[src/esm_pkg.sv]
// Constants, types and decode helpers shared by the equalizer, strap and
// audio clock divider register bank.
// Assumes an 8-bit register address space and 8-bit register data.

package esm_pkg;

    // -------------------------------------------------------------------
    // Register offsets
    // -------------------------------------------------------------------
    localparam logic [7:0] ESM_OFS_ADAPT_CTRL  = 8'h35;
    localparam logic [7:0] ESM_OFS_STRAP_STAT  = 8'h37;
    localparam logic [7:0] ESM_OFS_DIV_CTRL    = 8'h3a;
    localparam logic [7:0] ESM_OFS_EQ_READBACK = 8'h3b;

    // -------------------------------------------------------------------
    // Reset values
    // -------------------------------------------------------------------
    localparam logic [7:0] ESM_RST_ADAPT_CTRL  = 8'h00;
    localparam logic [7:0] ESM_RST_DIV_CTRL    = 8'h00;
    localparam logic [2:0] ESM_RST_STRAP_CODE  = 3'h0;

    // -------------------------------------------------------------------
    // Field positions
    // -------------------------------------------------------------------
    localparam int ESM_ADAPT_RESTART_BIT = 6;
    localparam int ESM_FLOOR_OVR_BIT     = 5;
    localparam int ESM_FLOOR_SEL_BIT     = 4;
    localparam int ESM_STRAP1_DONE_BIT   = 7;
    localparam int ESM_STRAP1_LSB        = 4;
    localparam int ESM_STRAP0_DONE_BIT   = 3;
    localparam int ESM_STRAP0_LSB        = 0;
    localparam int ESM_MDIV_OVR_BIT      = 7;
    localparam int ESM_MDIV_LSB          = 4;
    localparam int ESM_MSEL_OVR_BIT      = 2;
    localparam int ESM_MSEL_LSB          = 0;
    localparam int ESM_STAGE_W           = 3;
    localparam int ESM_EQ_W              = 6;

    // Writable bits; everything else is reserved and reads as zero
    localparam logic [7:0] ESM_ADAPT_WMASK = 8'h70;
    localparam logic [7:0] ESM_DIV_WMASK   = 8'hf7;

    // -------------------------------------------------------------------
    // Timing
    // -------------------------------------------------------------------
    localparam int ESM_CLK_PERIOD_NS   = 40;
    localparam int ESM_STRAP_SETTLE_NS = 1000;
    // Least time, so round up
    localparam int ESM_STRAP_SETTLE_CYC =
        (ESM_STRAP_SETTLE_NS + ESM_CLK_PERIOD_NS - 1) / ESM_CLK_PERIOD_NS;

    // -------------------------------------------------------------------
    // Strap meanings
    // -------------------------------------------------------------------
    localparam logic [1:0] ESM_OUT_DUAL      = 2'h0;
    localparam logic [1:0] ESM_OUT_DUAL_SWAP = 2'h1;
    localparam logic [1:0] ESM_OUT_SINGLE    = 2'h2;
    localparam logic [1:0] ESM_OUT_REPLICATE = 2'h3;

    typedef enum logic [2:0] {
        ESM_ST_SETTLE = 3'b001,
        ESM_ST_SAMPLE = 3'b010,
        ESM_ST_DONE   = 3'b100
    } esm_strap_e;

    // -------------------------------------------------------------------
    // Divider decodes
    // -------------------------------------------------------------------
    function automatic logic [5:0] esm_mdiv_ratio(input logic [2:0] code);
        logic [5:0] r;
        r = 6'h01;
        unique case (code)
            3'h0: r = 6'h20;
            3'h1: r = 6'h10;
            3'h2: r = 6'h08;
            3'h3: r = 6'h04;
            3'h4,
            3'h5: r = 6'h02;
            3'h6,
            3'h7: r = 6'h01;
        endcase
        return r;
    endfunction

    function automatic logic [3:0] esm_msel_ratio(input logic [1:0] code);
        logic [3:0] r;
        r = 4'h1;
        unique case (code)
            2'h0: r = 4'h1;
            2'h1: r = 4'h2;
            2'h2: r = 4'h4;
            2'h3: r = 4'h8;
        endcase
        return r;
    endfunction

endpackage

[src/esm_strap_latch.sv]
// Latches one three-level-coded configuration strap after a settle delay
// and flags completion.
// Assumes the strap level is static and synchronous to clk.

`timescale 1ns/1ps

module esm_strap_latch
    import esm_pkg::*;
(
    // Clock and reset
    input  wire logic       clk,
    input  wire logic       rstn,
    // Strap level
    input  wire logic [2:0] strap_level,
    // Latched result
    output logic      [2:0] code,
    output logic            done
);
    import esm_pkg::*;

    localparam logic [7:0] SETTLE_LAST = 8'(ESM_STRAP_SETTLE_CYC - 1);

    typedef struct packed {
        esm_strap_e st;
        logic [7:0] cnt;
        logic [2:0] code;
        logic       done;
    } esm_latch_s;

    esm_latch_s s_r;
    esm_latch_s s_nxt;

    always_comb begin
        s_nxt = s_r;
        unique case (s_r.st)
            ESM_ST_SETTLE: begin
                if (s_r.cnt == SETTLE_LAST) begin
                    s_nxt.st = ESM_ST_SAMPLE;
                end else begin
                    s_nxt.cnt = s_r.cnt + 8'h01;
                end
            end
            ESM_ST_SAMPLE: begin
                // Code and flag move together, so done never shows stale
                s_nxt.code = strap_level;
                s_nxt.done = 1'b1;
                s_nxt.st   = ESM_ST_DONE;
            end
            ESM_ST_DONE: begin
                s_nxt = s_r;
            end
            default: begin
                s_nxt.st = ESM_ST_SETTLE;
            end
        endcase
    end

    always_ff @(posedge clk or negedge rstn) begin
        if (!rstn) begin
            s_r.st   <= ESM_ST_SETTLE;
            s_r.cnt  <= 8'h00;
            s_r.code <= ESM_RST_STRAP_CODE;
            s_r.done <= 1'b0;
        end else begin
            s_r <= s_nxt;
        end
    end

    assign code = s_r.code;
    assign done = s_r.done;

endmodule

[src/esm_regs.sv]
// Register bank for equalizer adaptation control, strap decode status,
// audio master clock divider override and equalizer setting readback.
// Assumes a simple single-cycle register port in front of it and that the
// port select bit, bypass settings and floor values come from elsewhere.
//
// Function
// - While restart is high, adaptation restarts from its start value on both ports.
// - The restart bit is plain read/write and never clears itself.
// - Floor select takes effect only while the floor override enable is one.
// - With the floor active, adaptation starts from the floor value, else from zero.
// - Writes to the adaptation control register go to port 1 when port 1 is selected.
// - Reads of the equalizer readback return port 1 when port 1 is selected.
// - The strap 1 done flag is zero until its decode is latched, then one.
// - Strap 1 code bits 6-4 give 5 or 20 Mbps by bit 5 and twisted pair or coax by bit 4.
// - The strap 0 done flag is zero until its decode is latched, then one.
// - Strap 0 code bits 2-0 give dual, dual swapped, single or replicate by the low two bits.
// - The master clock divider uses the automatic choice unless its override is one.
// - Divider code 0..3 divides by 32,16,8,4; codes 4,5 by 2; codes 6,7 by 1.
// - The predivider uses the sequencer ratio unless its override is one.
// - Predivider code 0..3 divides by 1,2,4,8.
// - Readback shows stage two and one when bypassed, else the adaptive value.
// - Port 1 select routes port register accesses to port 1; shared registers always write.

`timescale 1ns/1ps

module esm_regs
    import esm_pkg::*;
(
    // Clock and reset
    input  wire logic       clk,
    input  wire logic       rstn,
    // Register port
    input  wire logic [7:0] reg_addr,
    input  wire logic       reg_wr,
    input  wire logic [7:0] reg_wdata,
    input  wire logic       reg_rd,
    output logic      [7:0] reg_rdata,
    output logic            reg_rd_valid,
    // Port routing
    input  wire logic       second_port_select,
    // Configuration straps
    input  wire logic [2:0] strap0_level,
    input  wire logic [2:0] strap1_level,
    // Port 0 equalizer side
    input  wire logic       adaptation_bypass_p0,
    input  wire logic [2:0] equalizer_stage_one_p0,
    input  wire logic [2:0] equalizer_stage_two_p0,
    input  wire logic [5:0] adaptive_equalizer_value_p0,
    input  wire logic [5:0] floor_value_p0,
    // Port 1 equalizer side
    input  wire logic       adaptation_bypass_p1,
    input  wire logic [2:0] equalizer_stage_one_p1,
    input  wire logic [2:0] equalizer_stage_two_p1,
    input  wire logic [5:0] adaptive_equalizer_value_p1,
    input  wire logic [5:0] floor_value_p1,
    // Adaptation controls to the equalizers
    output logic            adapt_restart_p0,
    output logic            adapt_restart_p1,
    output logic            floor_active_p0,
    output logic            floor_active_p1,
    output logic      [5:0] adapt_start_value_p0,
    output logic      [5:0] adapt_start_value_p1,
    // Decoded straps
    output logic            strap0_decode_complete,
    output logic      [1:0] strap0_output_mode,
    output logic            strap1_decode_complete,
    output logic            strap1_rate_20m,
    output logic            strap1_coax,
    // Clock divider selection
    input  wire logic [2:0] mdiv_auto,
    input  wire logic [1:0] msel_auto,
    output logic      [2:0] mdiv_active,
    output logic      [1:0] msel_active,
    output logic            ref_div_en,
    output logic            mclk_en
);
    import esm_pkg::*;

    // ---------------------------------------------------------------
    // Helpers
    // ---------------------------------------------------------------
    // Bypass shows the manual stage values, stage two in the high half
    function automatic logic [5:0] eq_view(
        input logic       bypass,
        input logic [2:0] stage_two,
        input logic [2:0] stage_one,
        input logic [5:0] adaptive
    );
        logic [5:0] v;
        v = adaptive;
        if (bypass) begin
            v = {stage_two, stage_one};
        end
        return v;
    endfunction

    function automatic logic floor_on(input logic [7:0] ctrl);
        return ctrl[ESM_FLOOR_OVR_BIT] & ctrl[ESM_FLOOR_SEL_BIT];
    endfunction

    // ---------------------------------------------------------------
    // State
    // ---------------------------------------------------------------
    typedef struct packed {
        logic [1:0][7:0] adapt;
        logic [7:0]      div;
        logic [7:0]      rdata;
        logic            rd_valid;
        logic [1:0]      restart;
        logic [1:0]      floor_act;
        logic [1:0][5:0] start_val;
        logic [2:0]      mdiv_act;
        logic [1:0]      msel_act;
        logic [3:0]      pre_cnt;
        logic            pre_en;
        logic [5:0]      mclk_cnt;
        logic            mclk_en;
    } esm_regs_s;

    esm_regs_s s_r;
    esm_regs_s s_nxt;

    logic [2:0] strap0_code;
    logic [2:0] strap1_code;
    logic       strap0_done;
    logic       strap1_done;

    // ---------------------------------------------------------------
    // Strap capture
    // ---------------------------------------------------------------
    esm_strap_latch u_strap0 (
        .clk         (clk),
        .rstn        (rstn),
        .strap_level (strap0_level),
        .code        (strap0_code),
        .done        (strap0_done)
    );

    esm_strap_latch u_strap1 (
        .clk         (clk),
        .rstn        (rstn),
        .strap_level (strap1_level),
        .code        (strap1_code),
        .done        (strap1_done)
    );

    // ---------------------------------------------------------------
    // Next state
    // ---------------------------------------------------------------
    logic       port;
    logic [7:0] strap_word;
    logic [5:0] view;
    logic [3:0] pre_ratio;
    logic [5:0] mclk_ratio;

    always_comb begin
        s_nxt      = s_r;
        port       = second_port_select;
        strap_word = 8'h00;
        view       = 6'h00;
        pre_ratio  = 4'h1;
        mclk_ratio = 6'h01;

        // Register writes
        if (reg_wr) begin
            if (reg_addr == ESM_OFS_ADAPT_CTRL) begin
                // Only the selected port copy changes
                // Reserved bits are dropped here
                // Restart holds whatever software wrote
                s_nxt.adapt[port] = reg_wdata & ESM_ADAPT_WMASK;
            end
            if (reg_addr == ESM_OFS_DIV_CTRL) begin
                // Shared register, written whatever port is selected
                s_nxt.div = reg_wdata & ESM_DIV_WMASK;
            end
        end

        // Adaptation controls to both equalizers
        // Either copy of the bit restarts both ports
        s_nxt.restart = {2{s_r.adapt[0][ESM_ADAPT_RESTART_BIT]
                         | s_r.adapt[1][ESM_ADAPT_RESTART_BIT]}};
        s_nxt.floor_act[0] = floor_on(s_r.adapt[0]);
        s_nxt.floor_act[1] = floor_on(s_r.adapt[1]);
        s_nxt.start_val[0] = floor_on(s_r.adapt[0]) ? floor_value_p0
                                                     : 6'h00;
        s_nxt.start_val[1] = floor_on(s_r.adapt[1]) ? floor_value_p1
                                                     : 6'h00;

        // Divider selection
        s_nxt.mdiv_act = s_r.div[ESM_MDIV_OVR_BIT]
                       ? s_r.div[ESM_MDIV_LSB +: 3] : mdiv_auto;
        s_nxt.msel_act = s_r.div[ESM_MSEL_OVR_BIT]
                       ? s_r.div[ESM_MSEL_LSB +: 2] : msel_auto;

        // Enable pulses; compare with >= so a ratio cut mid-count
        // cannot leave the counter stranded above its new limit
        pre_ratio  = esm_msel_ratio(s_r.msel_act);
        mclk_ratio = esm_mdiv_ratio(s_r.mdiv_act);
        s_nxt.pre_en  = 1'b0;
        s_nxt.mclk_en = 1'b0;
        if (s_r.pre_cnt >= pre_ratio - 4'h1) begin
            s_nxt.pre_cnt = 4'h0;
            s_nxt.pre_en  = 1'b1;
        end else begin
            s_nxt.pre_cnt = s_r.pre_cnt + 4'h1;
        end
        if (s_r.pre_en) begin
            if (s_r.mclk_cnt >= mclk_ratio - 6'h01) begin
                s_nxt.mclk_cnt = 6'h00;
                s_nxt.mclk_en  = 1'b1;
            end else begin
                s_nxt.mclk_cnt = s_r.mclk_cnt + 6'h01;
            end
        end

        // Status word: flags stay low until each code is latched
        strap_word[ESM_STRAP1_DONE_BIT]       = strap1_done;
        strap_word[ESM_STRAP1_LSB +: 3]       = strap1_code;
        strap_word[ESM_STRAP0_DONE_BIT]       = strap0_done;
        strap_word[ESM_STRAP0_LSB +: 3]       = strap0_code;

        // Equalizer readback for the selected port
        if (port) begin
            view = eq_view(adaptation_bypass_p1, equalizer_stage_two_p1,
                           equalizer_stage_one_p1,
                           adaptive_equalizer_value_p1);
        end else begin
            view = eq_view(adaptation_bypass_p0, equalizer_stage_two_p0,
                           equalizer_stage_one_p0,
                           adaptive_equalizer_value_p0);
        end

        // Register reads; unmapped addresses return zero
        s_nxt.rd_valid = reg_rd;
        if (reg_rd) begin
            unique case (reg_addr)
                ESM_OFS_ADAPT_CTRL:  s_nxt.rdata = s_r.adapt[port];
                ESM_OFS_STRAP_STAT:  s_nxt.rdata = strap_word;
                ESM_OFS_DIV_CTRL:    s_nxt.rdata = s_r.div;
                ESM_OFS_EQ_READBACK: s_nxt.rdata = {2'b00, view};
                default:             s_nxt.rdata = 8'h00;
            endcase
        end
    end

    // ---------------------------------------------------------------
    // Registers
    // ---------------------------------------------------------------
    always_ff @(posedge clk or negedge rstn) begin
        if (!rstn) begin
            s_r.adapt     <= {2{ESM_RST_ADAPT_CTRL}};
            s_r.div       <= ESM_RST_DIV_CTRL;
            s_r.rdata     <= 8'h00;
            s_r.rd_valid  <= 1'b0;
            s_r.restart   <= 2'b00;
            s_r.floor_act <= 2'b00;
            s_r.start_val <= {2{6'h00}};
            s_r.mdiv_act  <= 3'h0;
            s_r.msel_act  <= 2'h0;
            s_r.pre_cnt   <= 4'h0;
            s_r.pre_en    <= 1'b0;
            s_r.mclk_cnt  <= 6'h00;
            s_r.mclk_en   <= 1'b0;
        end else begin
            s_r <= s_nxt;
        end
    end

    // ---------------------------------------------------------------
    // Outputs
    // ---------------------------------------------------------------
    assign reg_rdata            = s_r.rdata;
    assign reg_rd_valid         = s_r.rd_valid;
    assign adapt_restart_p0     = s_r.restart[0];
    assign adapt_restart_p1     = s_r.restart[1];
    assign floor_active_p0      = s_r.floor_act[0];
    assign floor_active_p1      = s_r.floor_act[1];
    assign adapt_start_value_p0 = s_r.start_val[0];
    assign adapt_start_value_p1 = s_r.start_val[1];
    assign mdiv_active          = s_r.mdiv_act;
    assign msel_active          = s_r.msel_act;
    assign ref_div_en           = s_r.pre_en;
    assign mclk_en              = s_r.mclk_en;

    // Decoded straps; the top code bit does not change the meaning
    assign strap0_decode_complete = strap0_done;
    assign strap1_decode_complete = strap1_done;
    assign strap0_output_mode     = strap0_code[1:0];
    assign strap1_rate_20m        = strap1_code[1];
    assign strap1_coax            = strap1_code[0];

endmodule

[config.mk]
export PLATFORM = sky130hd
export DESIGN_NAME = esm_regs
export DESIGN_NICKNAME = d
export VERILOG_FILES = /design/src/esm_pkg.sv /design/src/esm_strap_latch.sv /design/src/esm_regs.sv
export SDC_FILE = /design/constraint.sdc
export NUM_CORES = 1
export LEC_CHECK = 0
export BUFFER_PORTS_ARGS = -buffer_cell sky130_fd_sc_hd__buf_2
export CORE_AREA = 2 2 87 89
export CTS_BUF_LIST = sky130_fd_sc_hd__clkbuf_8
export DETAILED_ROUTE_END_ITERATION = 10
export DIE_AREA = 0 0 89 91
export GPL_TIMING_DRIVEN = 0
export PLACE_DENSITY = 0.87
export SLEW_MARGIN = 25
export SYNTH_ARGS = -nofsm -noshare
export SYNTH_HDL_FRONTEND = slang
export SYNTH_SLANG_ARGS = --single-unit
[constraint.sdc]
create_clock -name clk -period 4.3 [get_ports clk]
set_input_delay 0.86 -clock clk [delete_from_list [all_inputs] [get_ports clk]]
set_output_delay 0.86 -clock clk [all_outputs]
set_load 0.02 [all_outputs]
Yosys cells after proc, flatten, opt, wreduce, memory -nomap -nowiden
Memories as Yosys holds them, arrays and structs flattened.
Index checks and enable logic that the tools add are counted.
Cells by class
  bitwise gates (word level): 7
  reductions and logical operators: 8
  multiplexer cells: 23
  $add $sub $neg: 6
  equal/unequal tests: 17
  order comparisons: 4
Operator list (number)
  $mux W6: 6
  $eq A8 B6 Y1 const B: 4
  $pmux W8 S4: 1
  $mux W8: 3
  $pmux W3 S3: 2
  $add A8 B1 Y8 const B: 2
  $bwmux W16: 1
  $eq A8 B5 Y1 const B: 2
  $pmux W4 S4: 1
  $reduce_and A2 Y1: 6
  $mux W3: 3
  $demux W8 S1: 1
  $add A6 B1 Y6 const B: 1
  $eq A3 B1 Y1 const B: 2
  $eq A3 B2 Y1 const B: 2
  $eq A3 B3 Y1 const B: 2
  $ge A6 B6 Y1: 1
  $sub A6 B1 Y6 const B: 1
  $add A4 B1 Y4 const B: 1
  $eq A2 B2 Y1 const B: 2
  $ge A4 B4 Y1: 1
  $mux W4: 1
  $ne A2 B1 Y1 const B: 2
  $not A1 Y1: 4
  10 further kinds: 13
Storage, ports and cells
  output and inout bits: 38
  memories: 1
  logic and storage cells: 89
  flip-flop bits (word level): 94
  bits of input ports: 70
  ROM bits: 48
Memory list
  (name not given): depth 8, bits a word 6, read ports 1, clocked after memory_dff 0, wr ports 0, line esm_pkg.sv:72  | unique case (code)

Longest topological paths before layout
  depth in word-level cells: 5
  mapped depth: 7
  mapped depth without buffers: 7

Hierarchy
A second synthesis with hierarchy kept.
Unflattened totals
  cell total of the unflattened synthesis: 365
  area, all modules: 4175.3 µm²
Modules (own cells, without submodules)
  esm_regs: sequential area each 1351.3 µm², area an instance 2808.9 µm², instances 1, cells each 249
  esm_strap_latch: sequential area each 376.6 µm², area an instance 683.2 µm², instances 2, cells each 58

Least setup slack after synthesis
Ideal clock, no wire load.
  path type: input to register
  start: input reg_addr[5]
  end: register s_r[54] in the netlist's numbering
  arrival: 1.984 ns
  setup slack: 2.191 ns
  stages on the path: 5
  path buffers: 0
  library setup time: 0.125 ns
  data required time: 4.175 ns
  cell sequence: nand2_1 nor3_4 nand2_2 or4_4 mux2_4
On the way
  longest elaborated chain between the ends: 2
Ends and longest elaborated chain
  start: declaration: line esm_regs.sv:33  | input wire logic [7:0] reg_addr,
  $eq A8 B6 Y1: line esm_regs.sv:166  | if (reg_addr == ESM_OFS_ADAPT_CTRL) begin
  $reduce_and A2 Y1 (no line)
  end signal: assignment: line esm_regs.sv:265  | s_r <= s_nxt;
  end: declaration: line esm_regs.sv:120  | esm_regs_s s_r;
Every way passes these cells.
A chain may end at the register's enable or synchronous reset.

Final worst setup path
  start: register s_r, in the netlist mdiv_active[1]
  end: register s_r[3] in the netlist's numbering
On the way
  longest elaborated chain between the ends: 4
Ends and longest elaborated chain
  $mem_v2 Z8 W6
  $sub A6 B1 Y6: line esm_regs.sv:208  | if (s_r.mclk_cnt >= mclk_ratio - 6'h01) begin
  $ge A6 B6 Y1: line esm_regs.sv:208
  $mux W6: line esm_regs.sv:208
Every way passes these cells.

==> out/qor.yml <==
clocking:
  worstSkewPairLatency_ps: 350
  post_cts_buffers: 0
  root_buffer: "clkbuf_8"
  ctsHoldBuffers: 0
  clkTransAtPathRegs_ps: 90
  clk_path_buf_depth: 2
  cts_resized: 0
  cts_sinks: 84
  cts_tree: "built"
  htreeDepth: 3
  cts_buffers: 9
drt:
  final_antenna_net_count: 0
  drt-met1-wl_um: 3589
  route.top_layer_used: "met4"
  drc_errors: 0
  wl_met2_um: 4345
  vias: 3023
  routed_wl_um: 8522
  firstDrtPassIters: 4
  detail_route.wl_per_cell_um: 14.64
  drtIter0Drc: 118
  route.met3.wl_um: 407
  vias_per_cell: 5.194
sta:
  worstMarginPinSlew_ps: 855.9
  worst_slack_ps: 2152
  fmax_ghz: 0.4656
  skew_ps: 10.83
  rsz0062_at_grt: "no"
  final.setup.tns_ps: 0
  slew_viol_final: 0
  period_share_pct: 49.95
  setup_viol: 0
  min_period_ps: 2148
  finalHoldViolCount: 0
  slew_headroom_pct: 42.82
pwr:
  report.power.total_uw: 1908
  ir_drop_v: 0.0002490
  leakagePower_uw: 0.002652
  p_per_area_mw_per_mm2: 378.4
outcome:
  status: "finished clean"
cells_and_area:
  final-seq-area_mm2: 0.002105
  nFillCells: 544
  final_common_cell: "buf_2"
  stdcell_count: 582
  syn2layout_area_growth_pct: 22.87
  diodes: 0
  final_cell_mix: "105 x buf_2, 82 x dfrtp_1, 30 x buf_4, 19 x inv_1"
  drive_gt1_share_pct: 38.72
  multi_input_area_mm2: 0.001682
  finish.net_count: 563
grt:
  grt_usage_pct: 22.27
  grt_pass1_vias: 3031
  gr-total-overflow: 0
  grt_pass1_wl_um: 13810
  grt_antenna_before_repair: 0
  grt_max_degree: 59
yosys:
  syn_inst: 362
  synth-seq-cells: 84
  yosys_warnings: 0
  synth.avg_cell_area_um2: 11.34
  synth_top_area_share_pct: 50.00
  synth.area.top_cells: "dfrtp_1 50%, buf_4 5.3%, ha_1 4.6%, mux2_2 4.1%, mux2_4 3.7%"
  async_reset_ff_share_pct: 100.0
  ys_seq_area_share_pct: 51.28
  synth_fp_nets: 447
  synth_edf_count: 0
  synth_top_area_cell: "dfrtp_1"
  syn_area_mm2: 0.004104
  yosys_most_used_dff: "dfrtp_1"
  post_synth_num_cell_types: 44
critical_path:
  arrival_ps: 2400
  crit_path_top_delay_cell: "o21ai_0"
  cp_data_required_time_ps: 4560
  r2r_cells: 6
  reg2reg_from: "mdiv_active[1]"
  crit_path_cell_trace: "or3_1 > ha_1 > nand3_1 > o21ai_0 > o21ai_0 > a21o_1"
  path_class: "reg -> reg"
  cp_max_fo: 6
  r2r_setup_slack_ps: 2150
  startpoint_type: "flip-flop"
  regToRegEndpoint: "s_r[3]"
  end_kind: "flip-flop"
  cpPeakStageDelay_ps: 530
  worst_path_most_repeated_cell: "o21ai_0"
placed_design:
  place_ws_ps: 1992
  place.gp.congestion: 0.8339
  dp_hpwl_um: 6387
  dp.cells: 566
  port_buffers: 104
floorplan:
  die_area_mm2: 0.008099
  design.core.area_mm2: 0.007137
  fp.dieW_um: 89
  ios: 108
  start_util_pct: 57.50
  row_count: 31
  fp.dieH_um: 91
run:
  maxCapViolCount: 0
worst_hold_path:
  hold_path.class: "in -> async"
## cell type report
| type | count | share of cell area, % |
|---|---|---|
| buffer | 37 | 4.963 |
| multi-input combinational | 223 | 33.35 |
| tap | 99 | 2.457 |
| timing repair buffer | 105 | 10.92 |
| clock buffer | 9 | 2.457 |
| inverter | 18 | 1.340 |
| sequential | 84 | 41.74 |
| clock inverter | 7 | 2.779 |
## power breakdown
group / internal (uW) / switching, uW / total (uW)
registers: 839 / 48.4 / 887
logic: 141 / 160 / 301
clock network: 443 / 277 / 720
total: 1420 / 485 / 1910
## registers in the layout, indices dropped and copies added, names as in the netlist
name,count
msel_active,2
u_strap0.s_r,11
u_strap1.code,3
u_strap0.code,3
reg_rdata,8
ref_div_en,1
floor_active_p0,1
u_strap1.s_r,11
adapt_start_value_p0,6
u_strap1.done,1
mdiv_active,3
floor_active_p1,1
u_strap0.done,1
s_r,23
reg_rd_valid,1
adapt_restart_p0,1
adapt_start_value_p1,6
mclk_en,1
## critical path: cells and delay by family, from the launching register on
kind                     cells  cell delay, ps
AO/OA/AOI/OAI                3             900
adder cells (fa/ha/maj)      1             300
flip-flops                   1             420
AND/OR/NAND/NOR              2             430
## cells in the mapped netlist, types with 3 or more instances
| master | number |
|---|---|
| nor3b_1 | 6 |
| nor3_1 | 3 |
| o21ai_0 | 4 |
| or3_1 | 4 |
| xor2_1 | 5 |
| nand3_1 | 11 |
| and3_1 | 16 |
| or2_2 | 5 |
| mux2_4 | 10 |
| and2_1 | 5 |
| buf_4 | 29 |
| xnor2_1 | 14 |
| nand2_1 | 16 |
| dfrtp_1 | 82 |
| a211oi_1 | 6 |
| nor2b_1 | 8 |
| ha_1 | 15 |
| a21oi_1 | 11 |
| mux2i_1 | 9 |
| a222oi_1 | 3 |
| nand4_1 | 8 |
| nor2_1 | 16 |
| mux2_2 | 15 |
| inv_1 | 18 |
| a21o_1 | 5 |
| clkbuf_1 | 6 |
| o22ai_1 | 10 |
## cell families after synthesis
logic type	Yosys count	share of synthesized area (%)
mux	34	9.969
buf+inv	55	7.744
compound gates	45	7.256
fa+ha+maj	15	4.573
xor+xnor	19	4.055
flops	84	51.28
simple gates	109	15.03
other cells	1	0.09138
## per-stage QoR
stage | hold slack (ps) | utilization, % | cell area [um2]
6_report | 414.7 | 70.65 | 5042
5_1_grt | 437.4 | 70.65 | 5042
2_1_floorplan | 442.9 | - | 4104
3_3_place_gp | 458.9 | 66.53 | 4748
3_5_place_dp | 462.2 | 66.95 | 4778
4_1_cts | 416.8 | 70.65 | 5042
## layer usage
layer	vias to the layer above	track usage [%]
li1	1470	-
met1	1449	28.42
met2	84	37.62
met3	20	3.727
met4	0	8.333
met5	-	0
## how the worst max path moves through the flow
| stage | startpoint | endpoint |
|---|---|---|
| finish | mdiv_active[1] | s_r[3] |
| global route | mdiv_active[1] | s_r[3] |
| CTS | mdiv_active[1] | s_r[3] |
| detailed placement | reg_addr[7] | s_r[56] |
| global placement | rstn | u_strap0.code[1] |
| floorplan | reg_addr[5] | s_r[54] |
(Power assumes the default switching activity.)
